$ cat config.mk
export PLATFORM = sky130hd
export DESIGN_NAME = hpi_port_power
export DESIGN_NICKNAME = d
export VERILOG_FILES = /design/src/hw/hpi_pkg.sv /design/src/hw/hpi_oc_filter.sv /design/src/hw/hpi_lamp.sv /design/src/hw/hpi_port_power.sv
export SDC_FILE = /design/constraint.sdc
export NUM_CORES = 1
export LEC_CHECK = 0
export BUFFER_PORTS_ARGS = -buffer_cell sky130_fd_sc_hd__buf_2
export CAP_MARGIN = 10
export CORE_UTILIZATION = 55
export DETAILED_ROUTE_END_ITERATION = 12
export HOLD_SLACK_MARGIN = 0.12
export PLACE_DENSITY = 0.85
export SYNTH_ARGS = -nofsm -noshare
export SYNTH_HDL_FRONTEND = slang
export SYNTH_SLANG_ARGS = --single-unit
$ cat constraint.sdc
create_clock -name clock_i -period 13.1 [get_ports clock_i]
set_clock_uncertainty 0.05 [all_clocks]
set_input_delay 2.62 -clock clock_i [delete_from_list [all_inputs] [get_ports clock_i]]
set_output_delay 2.62 -clock clock_i [all_outputs]
set_load 0.01 [all_outputs]
$ cat src/hw/hpi_pkg.sv
// hpi_pkg: constants, register map and types shared by the hub port power
// and indicator block.
// assumes a single 40 MHz clock and the plain strobe register port.
package hpi_pkg;

   localparam int NUM_PORTS = 4;

   // register byte addresses, one 32-bit word each
   localparam logic [7:0] OFS_CONFIG  = 8'h00;
   localparam logic [7:0] OFS_OC_TIME = 8'h04;
   localparam logic [7:0] OFS_POWER   = 8'h08;
   localparam logic [7:0] OFS_IND     = 8'h0c;
   localparam logic [7:0] OFS_STATUS  = 8'h10;

   // configuration word, bit 0 is ganged
   typedef struct packed {
      logic modulate;     // bit 5: square-wave the lamps
      logic ind_present;  // bit 4: descriptor advertises indicators
      logic led_hi;       // bit 3: lamp outputs active high
      logic oc_hi;        // bit 2: overcurrent sense active high
      logic pwr_hi;       // bit 1: power enable active high
      logic ganged;       // bit 0: ganged switching
   } hpi_cfg_type;
   localparam int          CFG_W     = 6;
   localparam logic [5:0]  CFG_RESET = 6'h10;

   // overcurrent filter times in ms, enabled ports and disabled ports
   localparam int          MS_W           = 4;
   localparam int          OC_ENA_LSB     = 0;
   localparam int          OC_DIS_LSB     = 4;
   localparam logic [3:0]  OC_MS_DEFAULT  = 4'h8;

   // power and status register fields
   localparam int PWR_SET_LSB = 0;
   localparam int PWR_CLR_LSB = 4;
   localparam int EN_RD_LSB   = 4;
   localparam int STAT_LIVE_LSB = 4;

   // indicator selectors, three bits per port
   localparam int         IND_CODE_W     = 3;
   localparam logic [2:0] IND_AUTO       = 3'h0;
   localparam logic [2:0] IND_AMBER      = 3'h1;
   localparam logic [2:0] IND_GREEN      = 3'h2;
   localparam logic [2:0] IND_OFF        = 3'h3;
   localparam logic [2:0] IND_BLINK_G    = 3'h4;
   localparam logic [2:0] IND_BLINK_A    = 3'h5;
   localparam logic [2:0] IND_BLINK_GA   = 3'h6;

   // timing
   localparam int CLK_PERIOD_NS  = 25;
   localparam int MS_NS          = 1000000;
   localparam int MS_CYCLES_DEF  = MS_NS / CLK_PERIOD_NS;
   localparam int MS_CNT_W       = 16;
   localparam int BLINK_HALF_MS  = 500;
   localparam int BLINK_W        = 9;
   localparam int MOD_DIV_W      = 3;

   // per-port power state, one-hot
   typedef enum logic [3:0] {
      PS_OFF = 4'h1,
      PS_ON  = 4'h2,
      PS_EN  = 4'h4,
      PS_OC  = 4'h8
   } hpi_port_state_type;

   // register port request
   typedef struct packed {
      logic [7:0]  addr;
      logic [31:0] wdata;
      logic        wr;
      logic        rd;
   } hpi_bus_type;

endpackage : hpi_pkg

$ cat src/hw/hpi_oc_filter.sv
// hpi_oc_filter: time filter for one overcurrent sense input.
// assumes the sense input is synchronous and a one-cycle ms tick.
`timescale 1ns/1ps
`default_nettype none
module hpi_oc_filter
   import hpi_pkg::*;
(
   input  wire logic             clock_i,
   input  wire logic             reset_i,
   input  wire logic             sense_i,
   input  wire logic             active_hi_i,
   input  wire logic [MS_W-1:0]  limit_ms_i,
   input  wire logic             ms_tick_i,
   output var  logic             trip_o
);

   logic            active;
   logic [MS_W-1:0] count;

   assign active = sense_i ~^ active_hi_i;

   // count whole ms while active; one idle sample restarts the count
   always_ff @(posedge clock_i or posedge reset_i)
   begin
      if (reset_i)
         count <= '0;
      else if (!active)
         count <= '0;
      else if (ms_tick_i && count != limit_ms_i && count != '1)
         count <= count + 4'h1;
   end

   // a zero limit trips on the first active sample
   always_ff @(posedge clock_i or posedge reset_i)
   begin
      if (reset_i)
         trip_o <= 1'b0;
      else
         trip_o <= active && (count >= limit_ms_i);
   end
endmodule : hpi_oc_filter
`default_nettype wire

$ cat src/hw/hpi_lamp.sv
// hpi_lamp: green and amber lamp drive for one port.
// assumes blink and modulation phases come from shared dividers.
`timescale 1ns/1ps
`default_nettype none
module hpi_lamp
   import hpi_pkg::*;
(
   input  wire logic                  clock_i,
   input  wire logic                  reset_i,
   input  wire logic [IND_CODE_W-1:0] code_i,
   input  wire logic                  auto_green_i,
   input  wire logic                  auto_amber_i,
   input  wire logic                  blink_i,
   input  wire logic                  mod_phase_i,
   input  wire hpi_cfg_type           cfg_i,
   output var  logic                  green_o,
   output var  logic                  amber_o
);

   logic lit_g;
   logic lit_a;

   // selector decode; the reserved pair stays dark
   always_comb
   begin
      lit_g = 1'b0;
      lit_a = 1'b0;
      case (code_i)
         IND_AUTO:    begin lit_g = auto_green_i; lit_a = auto_amber_i; end
         IND_AMBER:   lit_a = 1'b1;
         IND_GREEN:   lit_g = 1'b1;
         IND_BLINK_G: lit_g = blink_i;
         IND_BLINK_A: lit_a = blink_i;
         default:     begin lit_g = 1'b0; lit_a = 1'b0; end
      endcase
      if (!cfg_i.ind_present)
      begin
         lit_g = 1'b0;
         lit_a = 1'b0;
      end
   end

   // modulation and polarity, registered so the pins never glitch
   always_ff @(posedge clock_i or posedge reset_i)
   begin
      if (reset_i)
      begin
         green_o <= 1'b1;
         amber_o <= 1'b1;
      end
      else
      begin
         green_o <= (lit_g && (!cfg_i.modulate || mod_phase_i)) ~^ cfg_i.led_hi;
         amber_o <= (lit_a && (!cfg_i.modulate || mod_phase_i)) ~^ cfg_i.led_hi;
      end
   end
endmodule : hpi_lamp
`default_nettype wire

$ cat src/hw/hpi_port_power.sv
// hpi_port_power: downstream port power switching, overcurrent handling
// and port indicators for a four-port hub.
// assumes the hub core decodes class requests into register writes and
// supplies per-port connect, reset-done, disable and transmit levels.
`timescale 1ns/1ps
`default_nettype none

module hpi_port_power
   import hpi_pkg::*;
#(
   parameter int unsigned MS_CYCLES = MS_CYCLES_DEF
)
(
   input  wire logic                 clock_i,
   input  wire logic                 reset_i,
   input  wire hpi_bus_type          bus_i,
   output var  logic [31:0]          rdata_o,
   input  wire logic                 hub_configured_i,
   input  wire logic [NUM_PORTS-1:0] port_connected_i,
   input  wire logic [NUM_PORTS-1:0] port_reset_done_i,
   input  wire logic [NUM_PORTS-1:0] port_disable_i,
   input  wire logic [NUM_PORTS-1:0] port_transmit_i,
   input  wire logic [NUM_PORTS-1:0] port_overcurrent_sense_n_i,
   output var  logic [NUM_PORTS-1:0] port_power_enable_n_o,
   output var  logic [NUM_PORTS-1:0] port_enabled_o,
   output var  logic                 oc_report_o,
   output var  logic                 hub_char_indicator_o,
   output var  logic [NUM_PORTS-1:0] led_green_o,
   output var  logic [NUM_PORTS-1:0] led_amber_o
);

   hpi_cfg_type                      cfg;
   logic [MS_W-1:0]                  ms_enabled;
   logic [MS_W-1:0]                  ms_disabled;
   logic [NUM_PORTS*IND_CODE_W-1:0]  ind_code;
   logic [NUM_PORTS-1:0]             oc_event;
   logic [NUM_PORTS-1:0]             filt;
   logic [NUM_PORTS-1:0]             trip_eff;
   logic [NUM_PORTS-1:0]             pwr_on_req;
   logic [NUM_PORTS-1:0]             pwr_off_req;
   logic [NUM_PORTS-1:0]             powered;
   logic [NUM_PORTS-1:0]             enabled;
   logic [NUM_PORTS-1:0]             off_by_oc;
   logic [MS_CNT_W-1:0]              ms_cnt;
   logic                             ms_tick;
   logic [BLINK_W-1:0]               blink_cnt;
   logic                             blink;
   logic [MOD_DIV_W-1:0]             mod_div;
   logic                             wr_power;
   logic                             wr_status;
   hpi_port_state_type               state [NUM_PORTS];

   assign wr_power  = bus_i.wr && (bus_i.addr == OFS_POWER);
   assign wr_status = bus_i.wr && (bus_i.addr == OFS_STATUS);

   // configuration word: loader or software writes it once after reset
   always_ff @(posedge clock_i or posedge reset_i)
   begin
      if (reset_i)
         cfg <= hpi_cfg_type'(CFG_RESET);
      else if (bus_i.wr && bus_i.addr == OFS_CONFIG)
         cfg <= hpi_cfg_type'(bus_i.wdata[CFG_W-1:0]);
   end

   // filter lengths, separate for enabled and disabled ports
   always_ff @(posedge clock_i or posedge reset_i)
   begin
      if (reset_i)
      begin
         ms_enabled  <= OC_MS_DEFAULT;
         ms_disabled <= OC_MS_DEFAULT;
      end
      else if (bus_i.wr && bus_i.addr == OFS_OC_TIME)
      begin
         ms_enabled  <= bus_i.wdata[OC_ENA_LSB +: MS_W];
         ms_disabled <= bus_i.wdata[OC_DIS_LSB +: MS_W];
      end
   end

   // indicator selectors; zero after reset means automatic for every port
   always_ff @(posedge clock_i or posedge reset_i)
   begin
      if (reset_i)
         ind_code <= '0;
      else if (bus_i.wr && bus_i.addr == OFS_IND)
         ind_code <= bus_i.wdata[NUM_PORTS*IND_CODE_W-1:0];
   end

   // sticky overcurrent events; a new trip beats a clear in the same cycle
   always_ff @(posedge clock_i or posedge reset_i)
   begin
      if (reset_i)
         oc_event <= '0;
      else if (wr_status)
         oc_event <= (oc_event & ~bus_i.wdata[NUM_PORTS-1:0]) | filt;
      else
         oc_event <= oc_event | filt;
   end

   // host reporting level and descriptor bit
   always_ff @(posedge clock_i or posedge reset_i)
   begin
      if (reset_i)
      begin
         oc_report_o          <= 1'b0;
         hub_char_indicator_o <= 1'b1;
      end
      else
      begin
         oc_report_o          <= |oc_event;
         hub_char_indicator_o <= cfg.ind_present;
      end
   end

   // read data stand for exactly the cycle after the read strobe
   always_ff @(posedge clock_i or posedge reset_i)
   begin
      if (reset_i)
         rdata_o <= '0;
      else if (!bus_i.rd)
         rdata_o <= '0;
      else
      begin
         case (bus_i.addr)
            OFS_CONFIG:  rdata_o <= {26'h0, cfg};
            OFS_OC_TIME: rdata_o <= {24'h0, ms_disabled, ms_enabled};
            OFS_POWER:   rdata_o <= {24'h0, enabled, powered};
            OFS_IND:     rdata_o <= {20'h0, ind_code};
            OFS_STATUS:  rdata_o <= {24'h0, filt, oc_event};
            default:     rdata_o <= '0;
         endcase
      end
   end

   // millisecond tick for the filters and the blink divider
   always_ff @(posedge clock_i or posedge reset_i)
   begin
      if (reset_i)
      begin
         ms_cnt  <= '0;
         ms_tick <= 1'b0;
      end
      else if (ms_cnt == MS_CNT_W'(MS_CYCLES - 1))
      begin
         ms_cnt  <= '0;
         ms_tick <= 1'b1;
      end
      else
      begin
         ms_cnt  <= ms_cnt + 16'h1;
         ms_tick <= 1'b0;
      end
   end

   // blink phase only reaches lamps through manual blink selectors
   always_ff @(posedge clock_i or posedge reset_i)
   begin
      if (reset_i)
      begin
         blink_cnt <= '0;
         blink     <= 1'b0;
      end
      else if (ms_tick && blink_cnt == BLINK_W'(BLINK_HALF_MS - 1))
      begin
         blink_cnt <= '0;
         blink     <= ~blink;
      end
      else if (ms_tick)
         blink_cnt <= blink_cnt + 9'h1;
   end

   // modulation square wave; fast enough that the eye sees a steady lamp
   always_ff @(posedge clock_i or posedge reset_i)
   begin
      if (reset_i)
         mod_div <= '0;
      else
         mod_div <= mod_div + 3'h1;
   end

   // in ganged mode every port follows any request and any trip
   always_comb
   begin
      for (int k = 0; k < NUM_PORTS; k++)
      begin
         trip_eff[k]    = cfg.ganged ? |filt : filt[k];
         pwr_on_req[k]  = wr_power && hub_configured_i &&
            (cfg.ganged ? |bus_i.wdata[PWR_SET_LSB +: NUM_PORTS]
                        : bus_i.wdata[PWR_SET_LSB + k]);
         pwr_off_req[k] = wr_power &&
            (cfg.ganged ? |bus_i.wdata[PWR_CLR_LSB +: NUM_PORTS]
                        : bus_i.wdata[PWR_CLR_LSB + k]);
      end
   end

   genvar i;
   generate
      for (i = 0; i < NUM_PORTS; i++)
      begin : g_port
         // enabled ports use their own filter length
         hpi_oc_filter u_filter (
            .clock_i     (clock_i),
            .reset_i     (reset_i),
            .sense_i     (port_overcurrent_sense_n_i[i]),
            .active_hi_i (cfg.oc_hi),
            .limit_ms_i  (enabled[i] ? ms_enabled : ms_disabled),
            .ms_tick_i   (ms_tick),
            .trip_o      (filt[i])
         );

         // port power state; a trip outranks every request
         always_ff @(posedge clock_i or posedge reset_i)
         begin
            if (reset_i)
               state[i] <= PS_OFF;
            else
            begin
               case (state[i])
                  PS_OFF, PS_OC:
                     if (pwr_on_req[i] && !pwr_off_req[i] && !trip_eff[i])
                        state[i] <= PS_ON;
                  PS_ON:
                     if (trip_eff[i])
                        state[i] <= PS_OC;
                     else if (pwr_off_req[i])
                        state[i] <= PS_OFF;
                     else if (port_reset_done_i[i] && port_connected_i[i])
                        state[i] <= PS_EN;
                  PS_EN:
                     if (trip_eff[i])
                        state[i] <= PS_OC;
                     else if (pwr_off_req[i])
                        state[i] <= PS_OFF;
                     else if (port_disable_i[i] || !port_connected_i[i])
                        state[i] <= PS_ON;
                  default:
                     state[i] <= PS_OFF;
               endcase
            end
         end

         assign powered[i]   = (state[i] == PS_ON) || (state[i] == PS_EN);
         assign enabled[i]   = (state[i] == PS_EN);
         assign off_by_oc[i] = (state[i] == PS_OC);

         // switch enable pin at the configured level, off during reset
         always_ff @(posedge clock_i or posedge reset_i)
         begin
            if (reset_i)
            begin
               port_power_enable_n_o[i] <= 1'b1;
               port_enabled_o[i]        <= 1'b0;
            end
            else
            begin
               port_power_enable_n_o[i] <= powered[i] ~^ cfg.pwr_hi;
               port_enabled_o[i]        <= enabled[i];
            end
         end

         // automatic colours come from the port state and transmit level, never blinking
         hpi_lamp u_lamp (
            .clock_i      (clock_i),
            .reset_i      (reset_i),
            .code_i       (ind_code[i*IND_CODE_W +: IND_CODE_W]),
            .auto_green_i (enabled[i] || (powered[i] && port_transmit_i[i])),
            .auto_amber_i (off_by_oc[i]),
            .blink_i      (blink),
            .mod_phase_i  (mod_div[MOD_DIV_W-1]),
            .cfg_i        (cfg),
            .green_o      (led_green_o[i]),
            .amber_o      (led_amber_o[i])
         );
      end
   endgenerate
endmodule : hpi_port_power
`default_nettype wire

Yosys cells after proc, flatten, opt, wreduce, memory -nomap -nowiden
Index checks and enable logic that the tools add are counted.
Widths: inputs -> output; s select.
{"block": "totals", "register_bits": 146, "latchBits": 0, "ram_bits": 0, "mem_bits_ro": 0, "input_bits": 65, "wordCells": 314, "mem_count": 0}
{"block": "op_classes", "n_addsub": 7, "multipliers": 0, "n_div": 0, "order_cmp": 4, "eq_ne": 62, "n_shift": 0, "n_mux": 79, "n_bitwise": 21, "reduce_logical": 95}
{"cell": "$mux 4", "n": 41}
{"cell": "$pmux 12 s5", "n": 1}
{"cell": "$logic_and 1x1->1", "n": 51}
{"cell": "$pmux 4 s3", "n": 4}
{"cell": "$ne 4x4->1 const B", "n": 8}
{"cell": "$eq 3x3->1 const B", "n": 8}
{"cell": "$pmux 1 s3", "n": 8}
{"cell": "$mux 1", "n": 21}
{"cell": "$mux 9", "n": 2}
{"cell": "$add 16x1->16 const B", "n": 1}
{"cell": "$add 4x1->4 const B", "n": 4}
{"cell": "$eq 16x16->1 const B", "n": 1}
{"cell": "$eq 4x1->1 const B", "n": 4}
{"cell": "$eq 4x2->1 const B", "n": 4}
{"cell": "$eq 4x3->1 const B", "n": 4}
{"cell": "$eq 4x4->1 const B", "n": 4}
{"cell": "$eq 8x4->1 const B", "n": 2}
{"cell": "$ge 4x4->1", "n": 4}
{"cell": "$mux 16", "n": 1}
{"cell": "$ne 2x2->1 const B", "n": 8}
{"cell": "$ne 4x3->1 const B", "n": 4}
{"cell": "$ne 4x4->1", "n": 4}
{"cell": "$reduce_or 4->1", "n": 4}
{"cell": "$xnor 1x1->1", "n": 16}
{"cell": "19 further kinds", "n": 59}

Depth between registers and ports, before layout
Gate-level depths: netlist of the first run.
{"block": "depth", "ltp_word": 8, "depth_mapped": 11}

Hierarchy
Synthesis of the first run repeated with hierarchy kept, for this count alone.
{"block": "hier_totals", "cells_unflattened": 723, "area_unflattened_um2": 7218.2}
{"module": "hpi_port_power", "n_inst": 1, "cells_per_inst": 507, "area_each_um2": 5186.2}
{"module": "hpi_oc_filter", "n_inst": 4, "cells_per_inst": 39, "area_each_um2": 364.1}
{"module": "hpi_lamp", "n_inst": 4, "cells_per_inst": 15, "area_each_um2": 143.9}

Least setup slack after synthesis of the first run
No wires, ideal clock.
{"block": "synth_path", "path_type": "input to register", "startpoint": "input port bus_i[39] (netlist bit)", "endpoint": "register ind_code[0]", "setup_ps": 125, "arrival_ps": 4253, "required_ps": 12925, "path_slack_ps": 8672, "cell_stages": 8, "n_path_buf": 3, "path_cell_list": "or4_4 buf_6 nor3_4 and3_1 buf_4 nand2_2 buf_6 mux2_4"}
{"block": "synth_between", "elab_chain_cells": 2}
{"element": "start, declared", "line": "hpi_port_power.sv:16", "rtl": "input wire hpi_bus_type bus_i,"}
{"element": "$eq 8x4->1", "line": "hpi_port_power.sv:85", "rtl": "else if (bus_i.wr && bus_i.addr == OFS_IND)"}
{"element": "$logic_and 1x1->1", "line": "hpi_port_power.sv:85"}
{"element": "end signal, assigned", "line": "hpi_port_power.sv:86", "rtl": "ind_code <= bus_i.wdata[NUM_PORTS*IND_CODE_W-1:0];"}
{"element": "end, declared", "line": "hpi_port_power.sv:35", "rtl": "logic [NUM_PORTS*IND_CODE_W-1:0] ind_code;"}
No other way between the ends.
A chain may end at the register's enable or synchronous reset.

Worst setup path in the final report of the first run
{"block": "layout_path", "startpoint": "input port bus_i[39] (netlist bit)", "endpoint": "register ind_code[9]"}
The elaborated chain is that of the path after synthesis.

==> flow_metrics.py, run 1 <==
metrics = {
    "outcome": {
        "status": "finished clean",
    },
    "grt": {
        "grt_max_degree": 87,
        "grt_pass1_vias": 5279,
        "antenna_found_initial": 0,
        "grt_pass1_wl_mm": 25.73,
        "overflow": 0,
        "track_usage_pct": 26.06,
    },
    "setup_path": {
        "arrival_ns": 4.70,
        "crit_path_max_fanout": 12,
        "cpPeakStageDelay_ns": 0.61,
        "crit_family": "simple AND/OR/NAND/NOR gates",
        "critPathLaunchType": "input port",
        "end_kind": "flip-flop",
        "crit_type": "in2reg",
        "crit_buf_inv": 1,
        "crit_path_start": "bus_i[39]",
        "ff2ff_path_depth": 9,
        "crit_slowest_cell": "or4_4",
        "crit_path_end": "ind_code[9]$_DFFE_PP0P_",
        "worstPathCellList": "buf_2 > or4_4 > nor3_4 > and3_1 > nand2_2 > mux2_4",
        "rr_endpoint": "g_port[1].u_filter.trip_o$_DFF_PP0_",
        "crit_cells": 6,
        "reg2reg_slack_ns": 10.25,
        "critPathRequiredTime_ns": 13.35,
        "reg2reg_from": "state[9]$_DFFE_PP0P_",
    },
    "synthesis": {
        "ys_types": 62,
        "synth-edff-count": 0,
        "yosysWarnings": 0,
        "ys_seq_area_share_pct": 46.17,
        "ys_ff_latch": 126,
        "syn_area_um2": 6884,
        "syn_avg_cell_area_um2": 10.46,
        "synthFlopType": "dfrtp_1",
        "synthArstFlopShare_pct": 100.0,
        "postSynthCellCount": 658,
    },
    "clocking": {
        "clock_latency_ns": 0.42,
        "cts.htree.levels": 4,
        "cts_resized": 0,
        "cts.sinks": 126,
        "cts_tree": "yes",
        "postCtsHoldBufs": 0,
        "clockRootBuffer": "clkbuf_16",
        "cts_setup_buffers": 0,
        "clk_pin_slew_ns": 0.05,
        "cts_buffers": 17,
        "cts_buffer_depth": 2,
    },
    "sta": {
        "max_freq_mhz": 224.4,
        "finalHoldViolCount": 0,
        "min_period_ns": 4.456,
        "slew_violations": 0,
        "fin_hold_ws_ns": 0.3379,
        "fin_setup_tns_ns": 0,
        "setup_viol": 0,
        "relSlewSlack_pct": 30.24,
        "period_share_pct": 34.02,
        "tightestPinTransition_ns": 1.046,
        "rsz0062_at_grt": "false",
    },
    "cells_and_area": {
        "syn2layout_area_growth_pct": 14.30,
        "layout.area.seq_um2": 3178,
        "diodes": 0,
        "drive_gt1_share_pct": 23.58,
        "multiInputGateArea_um2": 3413,
        "fillCellCount": 924,
        "nNetsFinal": 813,
    },
    "power": {
        "leakage_nw": 3.554,
        "ir_drop_uv": 96.69,
        "p_per_area_nw_per_um2": 126.3,
    },
    "drt": {
        "drtAntennaViolNets": 0,
        "routed_wl_mm": 16.05,
        "drt_pass1_iterations": 7,
        "wl_per_cell_um": 17.71,
        "num_vias": 5294,
        "avgViaCountPerCell": 5.843,
        "drc": 0,
        "drtIter0Drc": 411,
    },
    "floorplan": {
        "die_x_um": 113.9,
        "start_util_pct": 56.84,
        "row_count": 40,
        "die_area_um2": 12970,
        "die-height_um": 113.9,
        "core_area_um2": 12110,
        "ios": 115,
    },
    "run": {
        "max_cap_violations": 0,
    },
    "worst_hold_path": {
        "worstHoldPathType": "reg2reg",
    },
    "placed_design": {
        "gp_congestion": 0.9021,
        "hpwlAfterDp_mm": 11.51,
        "port_buffers": 74,
    },
}
-- metrics by stage --
stage | worst slack (ns) | utilization, % | total power, W | area, um^2 | std cells
after floorplan | 7.107 | - | 0.0004850 | 6955 | 677
after global placement | 8.316 | 59.79 | 0.0005045 | 7242 | 873
after detailed placement | 8.280 | 59.79 | 0.0005095 | 7242 | 873
after CTS | 8.674 | 64.93 | 0.0009973 | 7864 | 905
after global routing | 8.572 | 64.97 | 0.001026 | 7869 | 906
final | 8.644 | 64.97 | 0.0009940 | 7869 | 906
-- cells in the final DEF (no fill, tap or decap), drive strengths merged, types with 3 or more instances in the layout --
cell type and count:
dfrtp 106, buf 76, nand2 51, nor2 44, o21ai 34, mux2 32, xor2 28, xnor2 26
a21oi 26, clkbuf 24, ha 23, conb 20, dfstp 20, nand3 19, mux2i 19, and3 17
nor3 17, inv 15, nand4 14, nand2b 12, nor2b 12, a21o 12, a22oi 7, nor4b 7
nand3b 6, or3 6, nor4 6, a211oi 5, or4 5, nor3b 5, and4 4, a22o 4
clkinvlp 4, a21boi 3, o22ai 3, bufinv 3
-- per-layer routing --
| layer | vias to the layer above | track usage, % | wire length, um |
|---|---|---|---|
| met5 | - | 0 | 0 |
| met3 | 49 | 5.579 | 810 |
| met2 | 197 | 44.47 | 8102 |
| met1 | 2613 | 30.95 | 6494 |
| li1 | 2435 | - | - |
| met4 | 0 | 13.85 | 637 |
-- cell type report --
class	count	share of cell area [%]
tap	168	2.671
timing repair buffer	77	4.961
multi-input combinational	489	43.38
inverter	14	0.6996
clock buffer	23	6.201
sequential	126	40.39
clock inverter	9	1.701
-- worst min path at each step --
stage | depth (start not counted) | slack, ns | to | start
global route | 0 | 0.34 | hub_char_indicator_o$_DFF_PP1_ | cfg[4]$_DFFE_PP1P_
global placement | 0 | 0.32 | hub_char_indicator_o$_DFF_PP1_ | cfg[4]$_DFFE_PP1P_
finish | 0 | 0.34 | hub_char_indicator_o$_DFF_PP1_ | cfg[4]$_DFFE_PP1P_
floorplan | 0 | 0.31 | hub_char_indicator_o$_DFF_PP1_ | cfg[4]$_DFFE_PP1P_
CTS | 0 | 0.34 | hub_char_indicator_o$_DFF_PP1_ | cfg[4]$_DFFE_PP1P_
detailed placement | 0 | 0.33 | hub_char_indicator_o$_DFF_PP1_ | cfg[4]$_DFFE_PP1P_
-- kinds of logic after synthesis --
kind of cell               after synthesis  share of synthesized area, %
and+or+nand+nor                        229                         18.63
DFF                                    126                         46.16
AOI/OAI and AO/OA                      112                         10.27
buffers and inverters                   62                         5.289
xor gates and xnor gates                54                         6.870
muxes                                   51                         8.542
adders and majority gates               23                         4.180
other                                    1                       0.05447
-- state kept, by name, indices dropped and copies added, names as in the netlist, 6 cells and up --
signal	count
blink_cnt	9
g_port.u_filter.count	16
ind_code	12
ms_cnt	16
rdata_o	12
cfg	6
state	16
-- synthesized netlist by cell type (17+ instances only) --
cell type / n / area (um^2)
nand3_1: 19 / 95.09
xor2_1: 28 / 245.2
and3_1: 17 / 106.4
o21ai_0: 30 / 150.1
nand2_1: 50 / 187.7
xnor2_1: 26 / 227.7
nor2_1: 44 / 165.2
mux2i_1: 19 / 190.2
dfstp_2: 20 / 525.5
dfrtp_1: 106 / 2653
buf_4: 29 / 217.7
a21oi_1: 26 / 130.1
mux2_2: 22 / 247.7
ha_1: 23 / 287.8
-- where the power goes --
| group | switching [W] | internal [W] |
|---|---|---|
| logic | 0.0000497 | 0.0000330 |
| registers | 0.0000174 | 0.000406 |
| clock network | 0.000169 | 0.000319 |
| total | 0.000236 | 0.000758 |
-- worst reg2reg max path, stage by stage (launching register included) --
cell	delay, ns
dfrtp_1	0.42
nand2b_1	0.19
nor3_2	0.65
mux2_2	0.42
ha_1	0.29
nand2b_1	0.14
a21o_1	0.17
a21o_1	0.17
a21oi_1	0.14
nor2_1	0.07
No activity file was read; power rests on OpenSTA's default activity.
==> run 2, diff against run 1 <==
==> constraint.sdc (replaced) <==
create_clock -name clock_i -period 4.4 [get_ports clock_i]
set_clock_uncertainty 0.05 [all_clocks]
set_input_delay 0.88 -clock clock_i [delete_from_list [all_inputs] [get_ports clock_i]]
set_output_delay 0.88 -clock clock_i [all_outputs]
set_load 0.01 [all_outputs]
==> flow_metrics.py, run 2 (synthesis gave the netlist of run 1 again) <==
metrics = {
    "setup_path": {
        "crit_path_max_fanout": 8,
        "crit_type": "reg2reg",
        "critPathLaunchType": "flip-flop",
        "critPathRequiredTime_ns": 4.64,
        "end_kind": "flip-flop",
        "arrival_ns": 3.09,
    },
    "drt": {
        "wl_per_cell_um": 17.73,
        "drc": 0,
        "drt_pass1_iterations": 5,
        "route.met3.wl_um": 953,
        "routed_wl_mm": 16.06,
        "num_vias": 5312,
        "highest_layer": "met4",
        "avgViaCountPerCell": 5.863,
        "drtIter0Drc": 435,
        "drtAntennaViolNets": 0,
        "routed-wl-met2_mm": 8.110,
        "wirelength_met1_mm": 6.479,
    },
    "clocking": {
        "clockRootBuffer": "clkbuf_16",
        "postCtsHoldBufs": 0,
        "cts.htree.levels": 4,
        "cts_buffer_depth": 2,
        "cts_tree": "yes",
        "cts_resized": 0,
        "cts_buffers": 17,
        "cts.sinks": 126,
        "clock_latency_ns": 0.43,
        "cts_setup_buffers": 0,
        "clk_pin_slew_ns": 0.06,
    },
    "cells_and_area": {
        "diodes": 0,
        "fillCellCount": 931,
        "largestRegisters": "g_port.u_filter.count: 16 flops, ms_cnt: 16 flops, state: 16 flops",
        "final_cells": 906,
        "nNetsFinal": 813,
        "design_area_um2": 7809,
        "final_common_cell": "dfrtp_1",
        "syn2layout_area_growth_pct": 13.43,
        "final_cell_mix": "106 x dfrtp_1, 74 x buf_2, 50 x nand2_1",
        "drive_gt1_share_pct": 23.71,
    },
    "grt": {
        "grt_pass1_vias": 5355,
        "track_usage_pct": 26.42,
        "grt_pass1_wl_mm": 26.05,
        "antenna_found_initial": 0,
        "overflow": 0,
        "grt_max_degree": 79,
    },
    "placed_design": {
        "port_buffers": 74,
        "dpl_cell_area_um2": 7262,
        "gp_congestion": 0.9173,
        "dp.cells": 874,
        "hpwlAfterDp_mm": 11.52,
    },
    "sta": {
        "min_period_ns": 2.851,
        "tightestPinTransition_ns": 1.000,
        "max_freq_mhz": 350.8,
        "finalHoldViolCount": 0,
        "slew_violations": 0,
        "relSlewSlack_pct": 32.38,
        "rsz0062_at_grt": "false",
        "fin_setup_tns_ns": 0,
        "period_share_pct": 64.79,
        "setup_viol": 0,
    },
    "floorplan": {
        "ios": 115,
        "start_util_pct": 56.84,
        "die_x_um": 113.9,
        "row_count": 40,
        "core_area_um2": 12110,
        "die_area_um2": 12970,
        "die-height_um": 113.9,
    },
    "power": {
        "p_int_w": 0.002055,
        "seq_power_share_pct": 45.5,
        "ir_drop_uv": 258.5,
        "p_sw_share_pct": 25.83,
        "p_per_area_nw_per_um2": 354.8,
        "p_comb_share_pct": 8.9,
        "p_switching_w": 0.0007157,
        "power_frac_clock_pct": 45.7,
        "leakage_nw": 3.506,
    },
    "worst_hold_path": {
        "worstHoldPathType": "reg2reg",
    },
    "outcome": {
        "status": "finished clean",
    },
    "run": {
        "max_cap_violations": 0,
    },
}
run 2: cell types whose count changed in the layout (fill, tap and decap cells not counted):
cell,delta
bufinv_16,-3
clkinvlp_4,+5
clkinv_4,+1
clkbuf_2,-1
clkbuf_1,-1
clkbuf_8,-2
buf_12,+1
run 2: stage by stage:
stage	hold slack [ns]	total power, W	utilization, %	setup WS, ns
after floorplan	0.3134	0.001444	-	0.1472
after global placement	0.3248	0.001504	59.96	1.373
after detailed placement	0.3276	0.001517	59.96	1.327
after CTS	0.3389	0.002786	64.47	1.544
after global routing	0.3435	0.002863	64.47	1.396
final	0.3404	0.002770	64.47	1.549
run 2: final timing paths:
| kind | startpoint | endpoint | slack [ns] | depth (start not counted) |
|---|---|---|---|---|
| max in group asynchronous | reset_i | port_power_enable_n_o[3]$_DFF_PP1_ | 2.81 | 3 |
| setup reg to reg | state[9]$_DFFE_PP0P_ | g_port[1].u_filter.count[3]$_DFFE_PP0P_ | 1.55 | 9 |
| hold reg to reg | cfg[4]$_DFFE_PP1P_ | hub_char_indicator_o$_DFF_PP1_ | 0.34 | 0 |
| min in group asynchronous | reset_i | rdata_o[6]$_DFF_PP0_ | 0.64 | 2 |
| hold / removal | cfg[4]$_DFFE_PP1P_ | hub_char_indicator_o$_DFF_PP1_ | 0.34 | 0 |
| setup / recovery | state[9]$_DFFE_PP0P_ | g_port[1].u_filter.count[3]$_DFFE_PP0P_ | 1.55 | 9 |
run 2: power groups by stage:
stage	Sequential, W	Combinational (W)	Clock, W
floorplan	0.00126	0.000185	0
global placement	0.00127	0.000230	0
detailed placement	0.00128	0.000241	0
CTS	0.00126	0.000243	0.00129
global route	0.00126	0.000270	0.00133
finish	0.00126	0.000245	0.00126
run 2: worst max-delay path, stage by stage, from the launching register on:
cell	delay [ns]
dfrtp_1	0.41
nand2b_1	0.19
nor3_2	0.68
mux2_2	0.42
ha_1	0.29
nand4_1	0.07
and3_1	0.26
nand4_1	0.13
xor2_1	0.16
nor2_1	0.06
run 2: final cells by class:
class                      count  area, um^2  share of cell area (%)
multi-input combinational    489        3413                   43.71
sequential                   126        3178                   40.70
clock buffer                  20       456.7                   5.848
timing repair buffer          77       405.4                   5.191
tap                          168       210.2                   2.692
clock inverter                12       90.09                   1.154
inverter                      14       55.05                  0.7050
run 2: layer usage:
layer | global-route usage [%] | up-vias
met3 | 6.642 | 39
met4 | 12.55 | 0
met2 | 45.45 | 215
met5 | 0 | -
met1 | 31.03 | 2618
li1 | - | 2440
==> run 3, diff against run 2 <==
--- a/config.mk
+++ b/config.mk
@@ -5,6 +5,7 @@
 export SDC_FILE = /design/constraint.sdc
 export NUM_CORES = 1
 export LEC_CHECK = 0
+export ABC_AREA = 1
 export BUFFER_PORTS_ARGS = -buffer_cell sky130_fd_sc_hd__buf_2
 export CAP_MARGIN = 10
 export CORE_UTILIZATION = 55
==> constraint.sdc (replaced) <==
create_clock -name clock_i -period 2.7 [get_ports clock_i]
set_clock_uncertainty 0.05 [all_clocks]
set_input_delay 0.54 -clock clock_i [delete_from_list [all_inputs] [get_ports clock_i]]
set_output_delay 0.54 -clock clock_i [all_outputs]
set_load 0.01 [all_outputs]
==> flow_metrics.py, run 3 <==
metrics = {
    "outcome": {
        "status": "finished clean",
    },
    "synthesis": {
        "ys_seq_area_share_pct": 44.81,
        "yosysWarnings": 0,
        "synthMuxAreaShare_pct": 0,
        "yosysTopAreaCellShare_pct": 37.40,
        "syn_avg_cell_area_um2": 7.934,
        "synthArstFlopShare_pct": 100.0,
        "ys_top_cells_by_count": "203 x nand2_1, 118 x inv_1, 106 x dfrtp_1",
        "synthAdderAreaFrac_pct": 4.057,
        "ys_ff_latch": 126,
        "synth_compound_area_share_pct": 10.07,
        "postSynthCellCount": 894,
        "synthFlopType": "dfrtp_1",
        "synth.most_common_cell": "nand2_1",
        "ys_types": 46,
        "synth_area_leaders": "dfrtp_1 37%, nand2_1 11%, dfstp_2 7.4%",
        "syn_area_um2": 7093,
        "synth_simple_gate_area_share_pct": 26.64,
        "synth_top_family_by_area": "simple AND/OR/NAND/NOR gates",
        "synth-edff-count": 0,
        "yosys.area.top_type": "dfrtp_1",
        "synth_xor_area_share_pct": 3.704,
    },
    "floorplan": {
        "die_area_um2": 13350,
        "core_area_um2": 12620,
        "die_x_um": 115.6,
        "start_util_pct": 56.21,
        "row_count": 41,
        "ios": 115,
        "die-height_um": 115.6,
    },
    "setup_path": {
        "crit_type": "reg2reg",
        "crit_path_start": "state[13]$_DFFE_PP0P_",
        "crit_path_max_fanout": 11,
        "critPathLaunchType": "flip-flop",
        "end_kind": "flip-flop",
        "ff2ff_path_depth": 10,
        "critPathRequiredTime_ns": 2.94,
        "reg2reg_from": "state[13]$_DFFE_PP0P_",
        "arrival_ns": 2.63,
    },
    "sta": {
        "period_share_pct": 88.39,
        "rsz0062_at_grt": "false",
        "min_period_ns": 2.386,
        "timing.final.ws_setup_ns": 0.3136,
        "relSlewSlack_pct": 37.89,
        "max_freq_mhz": 419.0,
        "fin_setup_tns_ns": 0,
        "fin_hold_ws_ns": 0.2547,
        "setup_viol": 0,
        "slew_violations": 0,
        "tightestPinTransition_ns": 0.9297,
        "finalHoldViolCount": 0,
    },
    "drt": {
        "drtAntennaViolNets": 0,
        "routed_wl_mm": 16.08,
        "drc": 0,
        "drtIter0Drc": 463,
        "num_vias": 6184,
        "drt_pass1_iterations": 5,
        "avgViaCountPerCell": 5.345,
        "wl_per_cell_um": 13.90,
    },
    "placed_design": {
        "dp.cells": 1125,
        "gp_congestion": 0.9143,
        "dpl_worst_slack_ns": 0.3161,
        "hpwlAfterDp_mm": 11.84,
        "port_buffers": 74,
    },
    "grt": {
        "grt_pass1_vias": 5792,
        "busiest_layer": "met2",
        "grt_pass1_wl_mm": 26.45,
        "grt_max_degree": 40,
        "use_met3_pct": 7.113,
        "overflow": 0,
        "grtUsageMet2_pct": 44.39,
        "antenna_found_initial": 0,
        "track_usage_pct": 26.27,
        "grtUsageMet1_pct": 29.97,
    },
    "clocking": {
        "postCtsHoldBufs": 0,
        "cts_buffer_depth": 2,
        "cts_setup_buffers": 0,
        "cts_resized": 0,
        "clockRootBuffer": "clkbuf_16",
        "cts.sinks": 126,
        "cts_tree": "yes",
        "cts.htree.levels": 4,
        "clk_pin_slew_ns": 0.05,
        "cts_buffers": 17,
        "clock_latency_ns": 0.43,
    },
    "cells_and_area": {
        "layout.area.seq_um2": 3178,
        "fillCellCount": 1040,
        "multiInputGateArea_um2": 3234,
        "syn2layout_area_growth_pct": 15.61,
        "nNetsFinal": 1060,
        "drive_gt1_share_pct": 17.77,
        "final_cells": 1157,
        "diodes": 0,
        "final_cell_mix": "203 x nand2_1, 117 x inv_1, 106 x dfrtp_1",
        "final_common_cell": "nand2_1",
        "largestRegisters": "g_port.u_filter.count: 16 flops, ms_cnt: 16 flops, state: 16 flops",
    },
    "run": {
        "max_cap_violations": 0,
    },
    "power": {
        "ir_drop_uv": 487.0,
        "total_power_w": 0.005755,
        "p_per_area_nw_per_um2": 701.8,
        "leakage_nw": 4.238,
    },
    "worst_hold_path": {
        "worstHoldPathType": "in2async",
    },
}
run 3: changes by cell type in the layout (fill, tap and decap cells not counted), moves of 24 or more:
cell,delta
nand2_1,+153
inv_1,+104
nand3_1,+48
nor2_1,+34
o21ai_0,+24
xnor2_1,-24
run 3: path summary, 6_finish.rpt:
path,end,slack [ns]
worst min register to register,hub_char_indicator_o$_DFF_PP1_,0.34
max in group asynchronous,state[0]$_DFFE_PP1P_,1.61
worst max register to register,g_port[0].u_filter.count[3]$_DFFE_PP0P_,0.31
worst min-delay path,state[10]$_DFFE_PP0P_,0.25
min in group clock_i,ind_code[11]$_DFFE_PP0P_,0.31
worst max-delay path,g_port[0].u_filter.count[3]$_DFFE_PP0P_,0.31
run 3: kinds of logic after synthesis:
group	count (synthesis)
xor+xnor	30
compound gates	131
fa+ha+maj	23
buf+inv	165
simple gates	418
other cells	1
flops	126
run 3: layout make-up:
class,count,area share [%]
timing repair buffer,83,5.798
clock buffer,23,6.622
tap,172,2.624
inverter,122,5.645
sequential,126,38.76
multi-input combinational,622,39.44
clock inverter,9,1.114
run 3: through the flow:
| stage | instance area [um^2] | utilization (%) |
|---|---|---|
| after floorplan | 7168 | - |
| after global placement | 7561 | 59.91 |
| after detailed placement | 7561 | 59.91 |
| after CTS | 8195 | 64.94 |
| after global routing | 8200 | 64.98 |
| final | 8200 | 64.98 |
run 3: report_power, final:
part	switching, W	leakage [nW]	internal (W)
sequential	0.000123	1.60	0.00210
combinational	0.000760	2.32	0.000405
clock	0.000852	0.315	0.00152
run 3: layer usage:
| metal | part of all wire [%] | wire (um) | vias up |
|---|---|---|---|
| li1 | - | - | 3006 |
| met1 | 40 | 6355 | 2845 |
| met2 | 49 | 7808 | 269 |
| met3 | 8.0 | 1280 | 64 |
| met4 | 3.9 | 635 | 0 |
| met5 | 0 | 0 | - |
run 3: worst max-delay path, stage by stage (launching register included):
cell and delay (ns):
dfrtp_1 0.40, nor2_1 0.15, nand3_1 0.31, o21ai_0 0.35, ha_1 0.30, nand3_1 0.11, nand3_1 0.11, nor2_1 0.17
nand3_1 0.11, xor2_1 0.14, nor2_1 0.06
